<file path="src/design/fbp_regs.svh">
// Register offsets, field positions and reset values of the flash block protection logic
`ifndef FBP_REGS_SVH
`define FBP_REGS_SVH

// ==========================================================
// Register byte offsets
`define FBP_A2CTL_OFS 16'hfe08
`define FBP_A1CTL_OFS 16'hfe10
`define FBP_A1BPR_OFS 16'hfe14
`define FBP_A2BPR_OFS 16'hfe18
`define FBP_TGT_OFS 16'hfe1c
`define FBP_STAT_OFS 16'hfe20

// ==========================================================
// Control register fields
`define FBP_CTL_PGM 0
`define FBP_CTL_ERASE 1
`define FBP_CTL_MASS 2
`define FBP_CTL_HIGH_VOLTAGE_ENABLE 3

// ==========================================================
// Status register fields
`define FBP_ST_PROT 0
`define FBP_ST_STBY 1
`define FBP_ST_REFUSED 2
`define FBP_ST_BPRRD 3

// ==========================================================
// Values
`define FBP_BPR_ERASED 8'hff
`define FBP_BPR_ALL 8'h00
`define FBP_CTL_RESET 4'h0
`define FBP_TGT_RESET 16'h0000
`define FBP_VEC_PAGE 9'h1ff
`define FBP_A1_HI 1'b1
`define FBP_A2_HI 1'b0

`endif

</file>
<file path="src/design/fbp_pkg.sv">
// Types shared by the flash block protection logic
`default_nettype none
`include "fbp_regs.svh"

package fbp_pkg;

	typedef struct packed {
		logic high_voltage_enable;
		logic mass;
		logic erase;
		logic write_select_bit;
	} fbp_ctl_s;

	typedef struct packed {
		logic ack;
		logic [15:0] rdat;
		logic [3:0] ctl1;
		logic [3:0] ctl2;
		logic [7:0] bpr1;
		logic [7:0] bpr2;
		logic [15:0] tgt;
		logic refused;
		logic bpr_rd;
		logic wait_s1;
		logic wait_s2;
		logic stop_s1;
		logic stop_s2;
	} fbp_state_s;

endpackage

`default_nettype wire

</file>
<file path="src/design/fbp_range.sv">
// Protected-range decode for one flash array
`timescale 1ns/100ps
`default_nettype none
`include "fbp_regs.svh"

module fbp_range
	import fbp_pkg::*;
(
	// Protect value and array select
	input wire logic [7:0] bpr,
	input wire logic array_hi,
	// Address under test
	input wire logic [15:0] addr,
	// Result
	output logic prot
);

	logic [15:0] start;
	logic in_array;

	// Page-aligned start; missing flash inside the range does not move it
	assign start = {array_hi, bpr, 7'h00};
	assign in_array = (addr[15] == array_hi);

	always_comb begin
		if (bpr == `FBP_BPR_ERASED) begin
			prot = 1'b0;
		end else if (bpr == `FBP_BPR_ALL) begin
			prot = 1'b1;
		end else begin
			prot = in_array && (addr >= start);
		end
	end

endmodule // fbp_range

`default_nettype wire

</file>
<file path="src/design/fbp_top.sv">
// Flash block protection and program/erase control with Wishbone register access
// Summary of operation
// - Protection runs from decoded start to top
// - Each value decrement adds one 128-byte page
// - Value fe protects ff00 through ffff in array 1, 7f00 through 7fff in array 2
// - Protected target refuses high-voltage enable set
// - All zeros protects the whole array
// - All ones leaves everything unprotected
// - Any value but ff activates protection
// - Boundary ignores holes in physical flash
// - Unprotected vector page erase clears protect registers
// - Wait mode suspends program/erase, enters standby
// - Stop mode suspends program/erase, enters standby
// - Standby drives all flash controls inactive
// - Read mode unaffected by wait or stop
`timescale 1ns/100ps
`default_nettype none
`include "fbp_regs.svh"

module fbp_top
	import fbp_pkg::*;
(
	// Clock and reset
	input wire logic clk,
	input wire logic nrst,
	// Wishbone slave
	input wire logic wb_cyc_i,
	input wire logic wb_stb_i,
	input wire logic wb_we_i,
	input wire logic [15:0] wb_adr_i,
	input wire logic [3:0] wb_sel_i,
	input wire logic [31:0] wb_dat_i,
	output logic [31:0] wb_dat_o,
	output logic wb_ack_o,
	// Low-power mode requests from the system
	input wire logic wait_mode,
	input wire logic stop_mode,
	// Flash array controls
	output fbp_ctl_s array1_ctl,
	output fbp_ctl_s array2_ctl,
	output logic flash_standby
);

	// ==========================================================
	// State
	localparam fbp_state_s FBP_RESET = '{
		ack: 1'b0,
		rdat: 16'h0000,
		ctl1: `FBP_CTL_RESET,
		ctl2: `FBP_CTL_RESET,
		bpr1: `FBP_BPR_ERASED,
		bpr2: `FBP_BPR_ERASED,
		tgt: `FBP_TGT_RESET,
		refused: 1'b0,
		bpr_rd: 1'b0,
		wait_s1: 1'b0,
		wait_s2: 1'b0,
		stop_s1: 1'b0,
		stop_s2: 1'b0
	};

	fbp_state_s state_r;
	fbp_state_s state_nxt;

	logic prot1;
	logic prot2;
	logic low_power;
	logic req;
	logic wr_lo;
	logic wr_hi;
	logic [15:0] rd_mux;
	logic [3:0] new1;
	logic [3:0] new2;
	logic ref1;
	logic ref2;

	// ==========================================================
	// Control register write
	// HIGH_VOLTAGE_ENABLE only sticks when a mode is selected, the target is unprotected
	// and the block is not in low power.
	function automatic logic [3:0] fbp_ctl_wr(input logic [7:0] d, input logic prot, input logic lp);
		logic [3:0] v;
		v = d[3:0];
		if (prot || lp || !(v[`FBP_CTL_PGM] || v[`FBP_CTL_ERASE])) begin
			v[`FBP_CTL_HIGH_VOLTAGE_ENABLE] = 1'b0;
		end
		return v;
	endfunction

	function automatic logic fbp_refuse(input logic [7:0] d, input logic prot);
		return d[`FBP_CTL_HIGH_VOLTAGE_ENABLE] && prot;
	endfunction

	// ==========================================================
	// Protection decode against the target address
	fbp_range u_range1 (
		.bpr(state_r.bpr1),
		.array_hi(`FBP_A1_HI),
		.addr(state_r.tgt),
		.prot(prot1)
	);

	fbp_range u_range2 (
		.bpr(state_r.bpr2),
		.array_hi(`FBP_A2_HI),
		.addr(state_r.tgt),
		.prot(prot2)
	);

	// ==========================================================
	// Bus decode
	assign low_power = state_r.wait_s2 || state_r.stop_s2;
	assign req = wb_cyc_i && wb_stb_i && !state_r.ack;
	assign wr_lo = req && wb_we_i && wb_sel_i[0];
	assign wr_hi = req && wb_we_i && wb_sel_i[1];

	always_comb begin
		rd_mux = 16'h0000;
		unique case (wb_adr_i)
			`FBP_A1CTL_OFS: rd_mux = {12'h000, state_r.ctl1};
			`FBP_A2CTL_OFS: rd_mux = {12'h000, state_r.ctl2};
			`FBP_A1BPR_OFS: rd_mux = {8'h00, state_r.bpr1};
			`FBP_A2BPR_OFS: rd_mux = {8'h00, state_r.bpr2};
			`FBP_TGT_OFS: rd_mux = state_r.tgt;
			`FBP_STAT_OFS: rd_mux = {12'h000, state_r.bpr_rd, state_r.refused, low_power,
				state_r.tgt[15] ? prot1 : prot2};
			default: rd_mux = 16'h0000;
		endcase
	end

	assign new1 = fbp_ctl_wr(wb_dat_i[7:0], prot1, low_power);
	assign new2 = fbp_ctl_wr(wb_dat_i[7:0], prot2, low_power);
	assign ref1 = fbp_refuse(wb_dat_i[7:0], prot1);
	assign ref2 = fbp_refuse(wb_dat_i[7:0], prot2);

	// ==========================================================
	// Next state
	always_comb begin
		state_nxt = state_r;
		state_nxt.ack = req;
		state_nxt.wait_s1 = wait_mode;
		state_nxt.wait_s2 = state_r.wait_s1;
		state_nxt.stop_s1 = stop_mode;
		state_nxt.stop_s2 = state_r.stop_s1;

		if (req && !wb_we_i) begin
			state_nxt.rdat = rd_mux;
			// Note the protect read that must come between select and enable
			if ((wb_adr_i == `FBP_A1BPR_OFS || wb_adr_i == `FBP_A2BPR_OFS) &&
				(state_r.ctl1[1:0] != 2'b00 || state_r.ctl2[1:0] != 2'b00)) begin
				state_nxt.bpr_rd = 1'b1;
			end
		end

		if (wr_lo) begin
			unique case (wb_adr_i)
				`FBP_A1CTL_OFS: begin
					state_nxt.ctl1 = new1;
					// Vectors share the page with both protect values
					if (new1[`FBP_CTL_HIGH_VOLTAGE_ENABLE] && !state_r.ctl1[`FBP_CTL_HIGH_VOLTAGE_ENABLE] && new1[`FBP_CTL_ERASE] &&
						(new1[`FBP_CTL_MASS] || state_r.tgt[15:7] == `FBP_VEC_PAGE)) begin
						state_nxt.bpr1 = `FBP_BPR_ERASED;
						state_nxt.bpr2 = `FBP_BPR_ERASED;
					end
					if (new1[1:0] == 2'b00) begin
						state_nxt.bpr_rd = 1'b0;
					end
				end
				`FBP_A2CTL_OFS: begin
					state_nxt.ctl2 = new2;
					if (new2[1:0] == 2'b00) begin
						state_nxt.bpr_rd = 1'b0;
					end
				end
				// Nonvolatile cells only program ones to zeros
				`FBP_A1BPR_OFS: state_nxt.bpr1 = state_r.bpr1 & wb_dat_i[7:0];
				`FBP_A2BPR_OFS: state_nxt.bpr2 = state_r.bpr2 & wb_dat_i[7:0];
				`FBP_TGT_OFS: state_nxt.tgt[7:0] = wb_dat_i[7:0];
				`FBP_STAT_OFS: begin
					if (wb_dat_i[`FBP_ST_REFUSED]) begin
						state_nxt.refused = 1'b0;
					end
				end
				default: state_nxt.tgt = state_nxt.tgt;
			endcase
		end

		if (wr_hi && wb_adr_i == `FBP_TGT_OFS) begin
			state_nxt.tgt[15:8] = wb_dat_i[15:8];
		end

		// Set wins over a clear in the same cycle
		if (wr_lo && ((wb_adr_i == `FBP_A1CTL_OFS && ref1) || (wb_adr_i == `FBP_A2CTL_OFS && ref2))) begin
			state_nxt.refused = 1'b1;
		end

		// Low power aborts any operation and also clears a mode that is selected but not yet enabled
		if (low_power) begin
			state_nxt.ctl1 = `FBP_CTL_RESET;
			state_nxt.ctl2 = `FBP_CTL_RESET;
		end
	end

	always_ff @(posedge clk or negedge nrst) begin
		if (!nrst) begin
			state_r <= FBP_RESET;
		end else begin
			state_r <= state_nxt;
		end
	end

	// ==========================================================
	// Outputs
	assign wb_ack_o = state_r.ack;
	assign wb_dat_o = {16'h0000, state_r.rdat};
	assign flash_standby = low_power;
	// Gated at once so the pump drops in the same cycle standby starts
	assign array1_ctl = low_power ? fbp_ctl_s'(`FBP_CTL_RESET) : fbp_ctl_s'(state_r.ctl1);
	assign array2_ctl = low_power ? fbp_ctl_s'(`FBP_CTL_RESET) : fbp_ctl_s'(state_r.ctl2);

endmodule // fbp_top

`default_nettype wire

</file>
<file path="config.mk">
export PLATFORM = sky130hd
export DESIGN_NAME = fbp_top
export DESIGN_NICKNAME = d
export VERILOG_FILES = /design/src/design/fbp_pkg.sv /design/src/design/fbp_range.sv /design/src/design/fbp_top.sv
export VERILOG_INCLUDE_DIRS = /design/src /design/src/design
export SDC_FILE = /design/constraint.sdc
export NUM_CORES = 1
export LEC_CHECK = 0
export ABC_CLOCK_PERIOD_IN_PS = 3650
export BUFFER_PORTS_ARGS = -buffer_cell sky130_fd_sc_hd__buf_2
export CAP_MARGIN = 0
export CORE_MARGIN = 3
export CORE_UTILIZATION = 40
export CTS_BUF_LIST = sky130_fd_sc_hd__clkbuf_4 sky130_fd_sc_hd__clkbuf_8
export DETAILED_ROUTE_END_ITERATION = 16
export GPL_TIMING_DRIVEN = 1
export PLACE_DENSITY = 0.7
export SYNTH_ARGS = -nofsm -noshare
export SYNTH_HDL_FRONTEND = slang
export SYNTH_SLANG_ARGS = --single-unit
</file>
<file path="constraint.sdc">
create_clock -name clk -period 3.65 [get_ports clk]
set_clock_uncertainty 0.15 [all_clocks]
set_input_delay 0.73 -clock clk [delete_from_list [all_inputs] [get_ports clk]]
set_output_delay 0.73 -clock clk [all_outputs]
set_load 0.1 [all_outputs]
</file>
==> results of run 1 <==
-- worst reg2reg max path: stages (launching register included) --
cell and delay [ps]:
dfstp_2 590, inv_1 60, ha_1 300, and4_1 190
and4_1 190, a2111oi_0 590, a21oi_1 210, or4_1 490
o21ai_0 80
-- layout make-up --
| type | count | area (µm²) |
|---|---|---|
| flip-flops and latches | 63 | 1600 |
| clock buffers | 10 | 138 |
| repair buffers | 71 | 368 |
| well taps | 108 | 135 |
| clock inverters | 6 | 92.6 |
| inverters | 20 | 75.1 |
| multi-input cells | 243 | 1870 |
| fillers | 822 | 4660 |
-- cell usage in the layout (no fill, tap or decap), types with 9 or more instances in the layout --
cell      instances
and2_1            9
clkbuf_8         10
dfstp_2          16
o22a_2           16
conb_1           16
buf_2            66
o21ai_0          13
nor2_1           20
inv_1            19
mux2_2           18
a21oi_1          11
nand2_1          15
nor3_1            9
dfrtp_1          47
ha_1             16
-- synth_stat cells, types with 2 or more instances --
master	number	area [µm²]
a21oi_1	11	55.1
a221o_1	2	20.0
a221oi_1	2	17.5
a22o_1	8	70.1
a22oi_1	5	37.5
a31oi_1	3	18.8
and2_1	9	56.3
and2b_2	2	17.5
and4_1	4	35.0
and4b_1	2	20.0
buf_2	3	15.0
buf_4	32	240
clkbuf_1	6	22.5
dfrtp_1	47	1180
dfstp_2	16	420
ha_1	16	200
inv_1	19	71.3
mux2_2	18	203
mux2i_1	7	70.1
mux4_2	3	67.6
nand2_1	15	56.3
nand2b_1	5	31.3
nand3_1	6	30.0
nand4_1	8	50.1
nor2_1	20	75.1
nor3_1	9	45.0
nor4_1	6	37.5
nor4b_1	3	26.3
o211ai_1	6	45.0
o21ai_0	13	65.1
o22a_2	16	160
or4_1	4	30.0
-- logic make-up (layout without fill, tap and decap cells) --
family                   after synthesis  after routing  share of synthesized area, %
AND/OR/NAND/NOR                      108            108                          18.5
AO/OA/AOI/OAI                         75             75                          15.1
flip-flops                            63             63                          42.2
buffers and inverters                 63            107                          9.73
multiplexers                          28             28                          9.00
adder cells (fa/ha/maj)               16             16                          5.29
other                                  1             16                        0.0992
-- stage by stage --
step / setup WS [ps] / utilization [%]
floorplan: 1090 / -
global placement: 784 / 45.3
detailed placement: 703 / 45.3
CTS: 694 / 47.9
global route: 441 / 47.9
finish: 728 / 47.9
-- final timing paths --
kind                            cells past startpoint                  endpoint
max in group asynchronous                           2  wb_dat_o[15]$_DFFE_PN0P_
worst min-delay path                                0      state_r[0]$_DFF_PN0_
worst max-delay path                                8   state_r[41]$_DFFE_PN0P_
worst min register to register                      0      state_r[0]$_DFF_PN0_
worst max register to register                      8   state_r[41]$_DFFE_PN0P_
min in group asynchronous                           2    state_nxt[2]$_DFF_PN0_
-- where the power goes --
group,switching (µW),internal [µW],leakage (µW)
logic,149,31.3,0.00104
clock network,294,406,0.000109
registers,2.43,704,0.000810
total,446,1140,0.00196
-- state kept, by name, indices dropped and copies added (netlist names) --
| register | count |
|---|---|
| wb_ack_o | 1 |
| state_nxt | 2 |
| state_r | 44 |
| wb_dat_o | 16 |
-- per-layer routing --
layer / GRT usage (%) / vias to the layer above / wire, µm
li1: - / 1385 / -
met1: 24.5 / 1486 / 3940
met2: 27.9 / 134 / 4240
met3: 5.43 / 17 / 717
met4: 6.97 / 0 / 198
met5: 0 / - / 0
==> key figures, run 1 <==
Floorplanning
  – Core area: 8930 µm²
  – FP Rows: 34
  – Effective utilization at floorplan: 42.3%
  – # IOs: ~100
  – Width of the die: slightly above 100 µm
  – Die H: roughly 100 µm
  – Die ar.: 10700 µm²

Pwr
  – Leakage power: ~0.0020 µW
  – Total power: approximately 1600 µW
  – Pwr dens: between 300 and 400 nW/µm²
  – Max VDD drop: between 0.15 and 0.2 mV

Drt
  – Initial DRC count: between 200 and 250
  – Via-to-Cell Ratio: slightly below 6
  – Residual DRC: 0
  – Drt wl/cell: around 17 µm
  – Routed Wire Length: roughly 9 mm
  – Drt first pass iters: 4
  – Post-route ant nets: 0
  – Vias: approximately 3000

Timing
  – Worst slew margin: between 40% and 50%
  – Hold Vio Cnt, Final: 0
  – Crit share post-route: about four fifths
  – Setup TNS Final: 0 ps
  – Pins over their slew limit: 0
  – Worst Tran Pin Value: between 700 and 800 ps
  – Peak Freq: 342 MHz
  – RSZ-0062 raised after global routing: false
  – Min Hold Slack: approximately 200 ps
  – Setup violators final: 0
  – Period minus WS final: 2920 ps

Setup path
  – Startpoint Class: flop
  – Crit Reg-Reg Startpoint: state_r[26]$_DFFE_PN1P_
  – Bufs and invs on worst path: 1
  – Delay-heaviest family, CP: compound AO/OA/AOI/OAI gates
  – WS Path Type: flop to flop
  – Worst Path Arrival: 3050 ps
  – Setup crit start: state_r[26]$_DFFE_PN1P_
  – Max incr delay on CP: roughly 590 ps
  – Worst path most repeated cell: and4_1
  – Worst path slowest cell: dfstp_2
  – Worst Path Required: 3780 ps
  – Crit-path cells: inv_1 -> ha_1 -> and4_1 -> and4_1 -> a2111oi_0 -> a21oi_1 -> or4_1 -> o21ai_0
  – CP Max Fanout: 5
  – Reg2Reg Setup Slack: about 730 ps
  – CP Capture Type: flop

Place
  – Port-buffer cells: 66
  – Gpl congestion: approximately 0.93
  – Detail Placement HPWL: around 6.9 mm
  – Dpl cell area: between 4000 and 5000 µm²
  – Placed instance count: roughly 510

Synthesis
  – Seq cells post-synth: 63
  – Top FF cell, synth: dfrtp_1
  – Number of synthesized flops with an enable pin: 0
  – Synthesized instance count: between 300 and 400
  – Sequential-to-total area share from yosys stat: approximately 42%
  – Post-synthesis cell type count: 60
  – YS warnings: 0
  – Mapped Area: about 3800 µm²
  – Ys async rst share: 100%
  – Mapped Avg Cell Area: between 10 and 15 µm²

Global route
  – Vias in the first global route: 2955
  – Grt ovf: 0
  – Largest net degree at the start of global routing: between 60 and 70
  – Initial antenna violation count: 0
  – GRT Resource Usage Total: about 18%
  – First-pass GRT wire length: approximately 15 mm

Finish
  – Area Overhead vs Synth: 13.1%
  – Layout Nets: between 400 and 500
  – Finished Layout Cells: 521
  – ANT cells: 0
  – Share of layout cells above drive strength 1: between 30% and 40%
  – Design area: roughly 4300 µm²

Clock network
  – Post-CTS setup buffer count: 0
  – Clock Path Buffers: 2
  – TritonCTS clock tree: built
  – Clock-pin slew on the worst setup and hold paths: 80 ps
  – CTS sink count: 63
  – Clock latency on the worst-skew pair: between 300 and 400 ps
  – Root Buffer: clkbuf_8
  – Number of buffers created by CTS: 9
  – Htree depth: 3
  – PostCTS Resize Cnt: 0
  – CTS hold repair buffers: 0

Status
  – Status: completed

Min path
  – Hold Path Class: flop to flop
  – Hold Crit Start: state_nxt[0]$_DFF_PN0_

Run
  – Max cap viols: 0
Note: power is estimated with default switching activity, not from simulation.
==> run 2: changes to the inputs <==
- ABC_AREA: default -> 1
- ABC_CLOCK_PERIOD_IN_PS: 3650 -> 2640
- PLACE_DENSITY: 0.7 -> 0.72
- clock period: 3.65 -> 2.64 ns (I/O delays scaled with it)
==> run 2 against run 1 <==
Register-to-register slack got worse by 520 ps; maximum frequency is 20% higher; core utilization down 1.1 points; global-route usage down 0.41 points; largest cell class unchanged; sequential cell count unchanged.
==> key figures, run 2 <==
Floorplanning
  – Core area: 9820 µm² (+9.9%)
  – Die H: 107 µm (+3.5%)
  – Die ar.: 11400 µm² (+7.2%)
  – Effective utilization at floorplan: 41.4% (-0.89 points)
  – FP Rows: 36 (+5.9%)
  – # IOs: 101 (unchanged)
  – Width of the die: 107 µm (+3.5%)

Timing
  – Peak Freq: 411 MHz (+20%)
  – Setup violators final: 0 (unchanged)
  – Worst slew margin: 58.9% (+11 points)
  – Crit share post-route: 92.2% (+12 points)
  – Worst Tran Pin Value: 614 ps (-163 ps)
  – Hold Vio Cnt, Final: 0 (unchanged)
  – Pins over their slew limit: 0 (unchanged)
  – RSZ-0062 raised after global routing: false
  – Period minus WS final: 2430 ps (-488 ps)

Synthesis
  – Top FF cell, synth: dfrtp_1
  – Mapped Area: 4070 µm² (+7.6%)
  – Sequential-to-total area share from yosys stat: 39.2% (-3.0 points)
  – Synth Area in Simple Gates: 26.8% (+8.3 points)
  – Synth top area share: 28.9% (-2.2 points)
  – Synth area leaders: dfrtp_1, dfstp_2, nand2_1, buf_4, ha_1
  – Post-synthesis compound-gate area fraction: 12.0% (-3.2 points)
  – Largest family of logic cells by synthesized area: simple AND/OR/NAND/NOR gates
  – Ys async rst share: 100% (unchanged)
  – Most common library cells after synthesis: nand2_1, inv_1, dfrtp_1, buf_4, nor2_1
  – Mux share of post-synthesis cell area: 3.87% (-5.1 points)
  – Synth Area in XOR/XNOR: 0% (unchanged)
  – Post-synthesis cell type count: 42 (-30%)
  – Number of synthesized flops with an enable pin: 0 (unchanged)
  – YS warnings: 0 (unchanged)
  – Synth area leader: dfrtp_1
  – Seq cells post-synth: 63 (unchanged)
  – Mapped Avg Cell Area: 8.22 µm² (-23%)
  – Synthesized instance count: 495 (+40%)
  – Most numerous cell in the Yosys netlist: nand2_1
  – Adder-Cell Fraction of Synth Area: 4.92% (-0.37 points)

Setup path
  – Worst Setup EP: state_r[35]$_DFFE_PN1P_
  – Crit Reg-Reg Startpoint: state_r[34]$_DFFE_PN1P_
  – Bufs and invs on worst path: 2 (+1)
  – CP Capture Type: flop
  – Setup crit start: state_r[34]$_DFFE_PN1P_
  – Worst Path Required: 2760 ps (-1020 ps)
  – Startpoint Class: flop
  – Worst Path Arrival: 2550 ps (-500 ps)
  – CP Max Fanout: 16 (+11)
  – Delay-heaviest family, CP: simple AND/OR/NAND/NOR gates
  – Crit-path cells: inv_1 -> ha_1 -> nand2_1 -> inv_1 -> nand2_1 -> nand2_1 -> a21oi_1 -> nand4_1 -> nand2_2 -> nand3_2 -> nand2_2 -> nand2_4 -> nand2_1 -> o21ai_2
  – Reg2reg end: state_r[35]$_DFFE_PN1P_
  – Max incr delay on CP: 550 ps (-40 ps)
  – Reg2Reg Setup Slack: 210 ps (-520 ps)
  – FF-to-FF path depth: 14 (+6)
  – Worst path slowest cell: dfstp_2
  – Worst path depth: 14 (+6)
  – Worst path most repeated cell: nand2_1
  – WS Path Type: flop to flop

Global route
  – Grt ovf: 0 (unchanged)
  – First-pass GRT wire length: 16.3 mm (+9.1%)
  – Vias in the first global route: 3377 (+14%)
  – Initial antenna violation count: 0 (unchanged)
  – Largest net degree at the start of global routing: 39 (-39%)
  – GRT Resource Usage Total: 17.8% (-0.41 points)

Pwr
  – Pwr dens: 473 nW/µm² (+27%)
  – Cell Int Power: 1550 µW (+36%)
  – Leakage power: 0.00226 µW (+15%)
  – Switching share of power: 28.7% (+0.66 points)
  – Seq pwr share: 44.8% (+0.3 points)
  – Clock share of power: 45.0% (+0.8 points)
  – P_sw: 625 µW (+40%)
  – Max VDD drop: 0.259 mV (+56%)
  – Part of the power in combinational logic: 10.2% (-1.2 points)

Finish
  – Most frequent cells in the layout: nand2_1, buf_2, inv_1
  – Number of flip-flops in the largest register: 44 (unchanged)
  – Finished Layout Cells: 688 (+32%)
  – Layout Nets: 625 (+29%)
  – Commonest non-fill, non-tap cell in the layout: nand2_1
  – Biggest register: state_r
  – Area Overhead vs Synth: 13.0%
  – ANT cells: 0 (unchanged)
  – Final Util: 46.8% (-1.1 points)
  – Share of layout cells above drive strength 1: 30.6% (-6.9 points)

Run
  – Max cap viols: 0 (unchanged)

Place
  – Detail Placement HPWL: 7.62 mm (+10%)
  – Gpl congestion: 0.945 (+2.1%)
  – Port-buffer cells: 66 (unchanged)
  – Placed instance count: 672 (+33%)

Clock network
  – Root Buffer: clkbuf_8
  – CTS hold repair buffers: 0 (unchanged)
  – Clock Path Buffers: 2 (unchanged)
  – Clock latency on the worst-skew pair: 350 ps (about the same)
  – Number of buffers created by CTS: 9 (unchanged)
  – Post-CTS setup buffer count: 0 (unchanged)
  – Htree depth: 3 (unchanged)
  – CTS sink count: 63 (unchanged)
  – Clock-pin slew on the worst setup and hold paths: 90 ps (about the same)
  – PostCTS Resize Cnt: 0 (unchanged)
  – TritonCTS clock tree: built

Drt
  – Post-route ant nets: 0 (unchanged)
  – Drt first pass iters: 5 (+1)
  – Vias: 3518 (+16%)
  – Via-to-Cell Ratio: 5.11 (-12%)
  – Routed Wire Length: 9.96 mm (+9.5%)
  – Residual DRC: 0 (unchanged)
  – Drt wl/cell: 14.5 µm (-17%)
  – Initial DRC count: 239 (+4.4%)

Status
  – Status: completed

Min path
  – Hold Path Class: input port to asynchronous set/reset pin
==> run 2: per-stage QoR <==
step           total power [µW]  setup WS (ps)  hold WS (ps)  cell area, µm²  TNS, ps
6_report                   2170            206          29.2            4600        0
3_3_place_gp               1210            208           183            4370        0
5_1_grt                    2250           4.38          79.5            4600        0
2_1_floorplan              1160          -47.2          82.4            4150     -292
3_5_place_dp               1210            229           188            4370        0
4_1_cts                    2200            212          48.3            4600        0
==> run 2: how the worst min path moves through the flow <==
stage                            from                 endpoint  depth (start not counted)
2_1_floorplan                    nrst   state_nxt[0]$_DFF_PN0_                          0
3_3_place_gp   state_nxt[0]$_DFF_PN0_     state_r[0]$_DFF_PN0_                          0
3_5_place_dp   state_nxt[0]$_DFF_PN0_     state_r[0]$_DFF_PN0_                          0
4_1_cts                          nrst  wb_dat_o[1]$_DFFE_PN0P_                          1
5_1_grt                          nrst  wb_dat_o[1]$_DFFE_PN0P_                          1
6_report                         nrst  wb_dat_o[1]$_DFFE_PN0P_                          1
==> run 2: layout make-up <==
class,instances,area (µm²)
Fill cell,992,5220
Tap cell,133,166
Inverter,60,228
Clock buffer,9,124
Timing Repair Buffer,69,365
Multi-Input combinational cell,347,2010
Clock inverter,7,104
Sequential cell,63,1600
==> run 2: worst register-to-register path, delay by kind of cell (launching register included) <==
family	cells	cell delay (ps)
AOI/OAI and AO/OA	2	180
buffers and inverters	2	170
adders and majority gates	1	360
and+or+nand+nor	9	950
DFF	1	550
==> run 2: metal layers <==
metal	global-route usage [%]	routed length [µm]
met1	25.3	4460
met2	27.6	4520
met3	2.35	731
met4	7.31	251
met5	0	0
==> run 2: cell families after synthesis <==
logic type | after synthesis
flops | 63
buf+inv | 100
compound gates | 80
fa+ha+maj | 16
mux | 14
other cells | 1
simple gates | 221
==> run 2: power groups by stage <==
stage	registers, µW	clock network, µW	logic (µW)
after floorplan	997	0	162
after global placement	991	0	220
final	973	978	222
after detailed placement	991	0	223
after global routing	973	1040	237
after CTS	973	1000	223
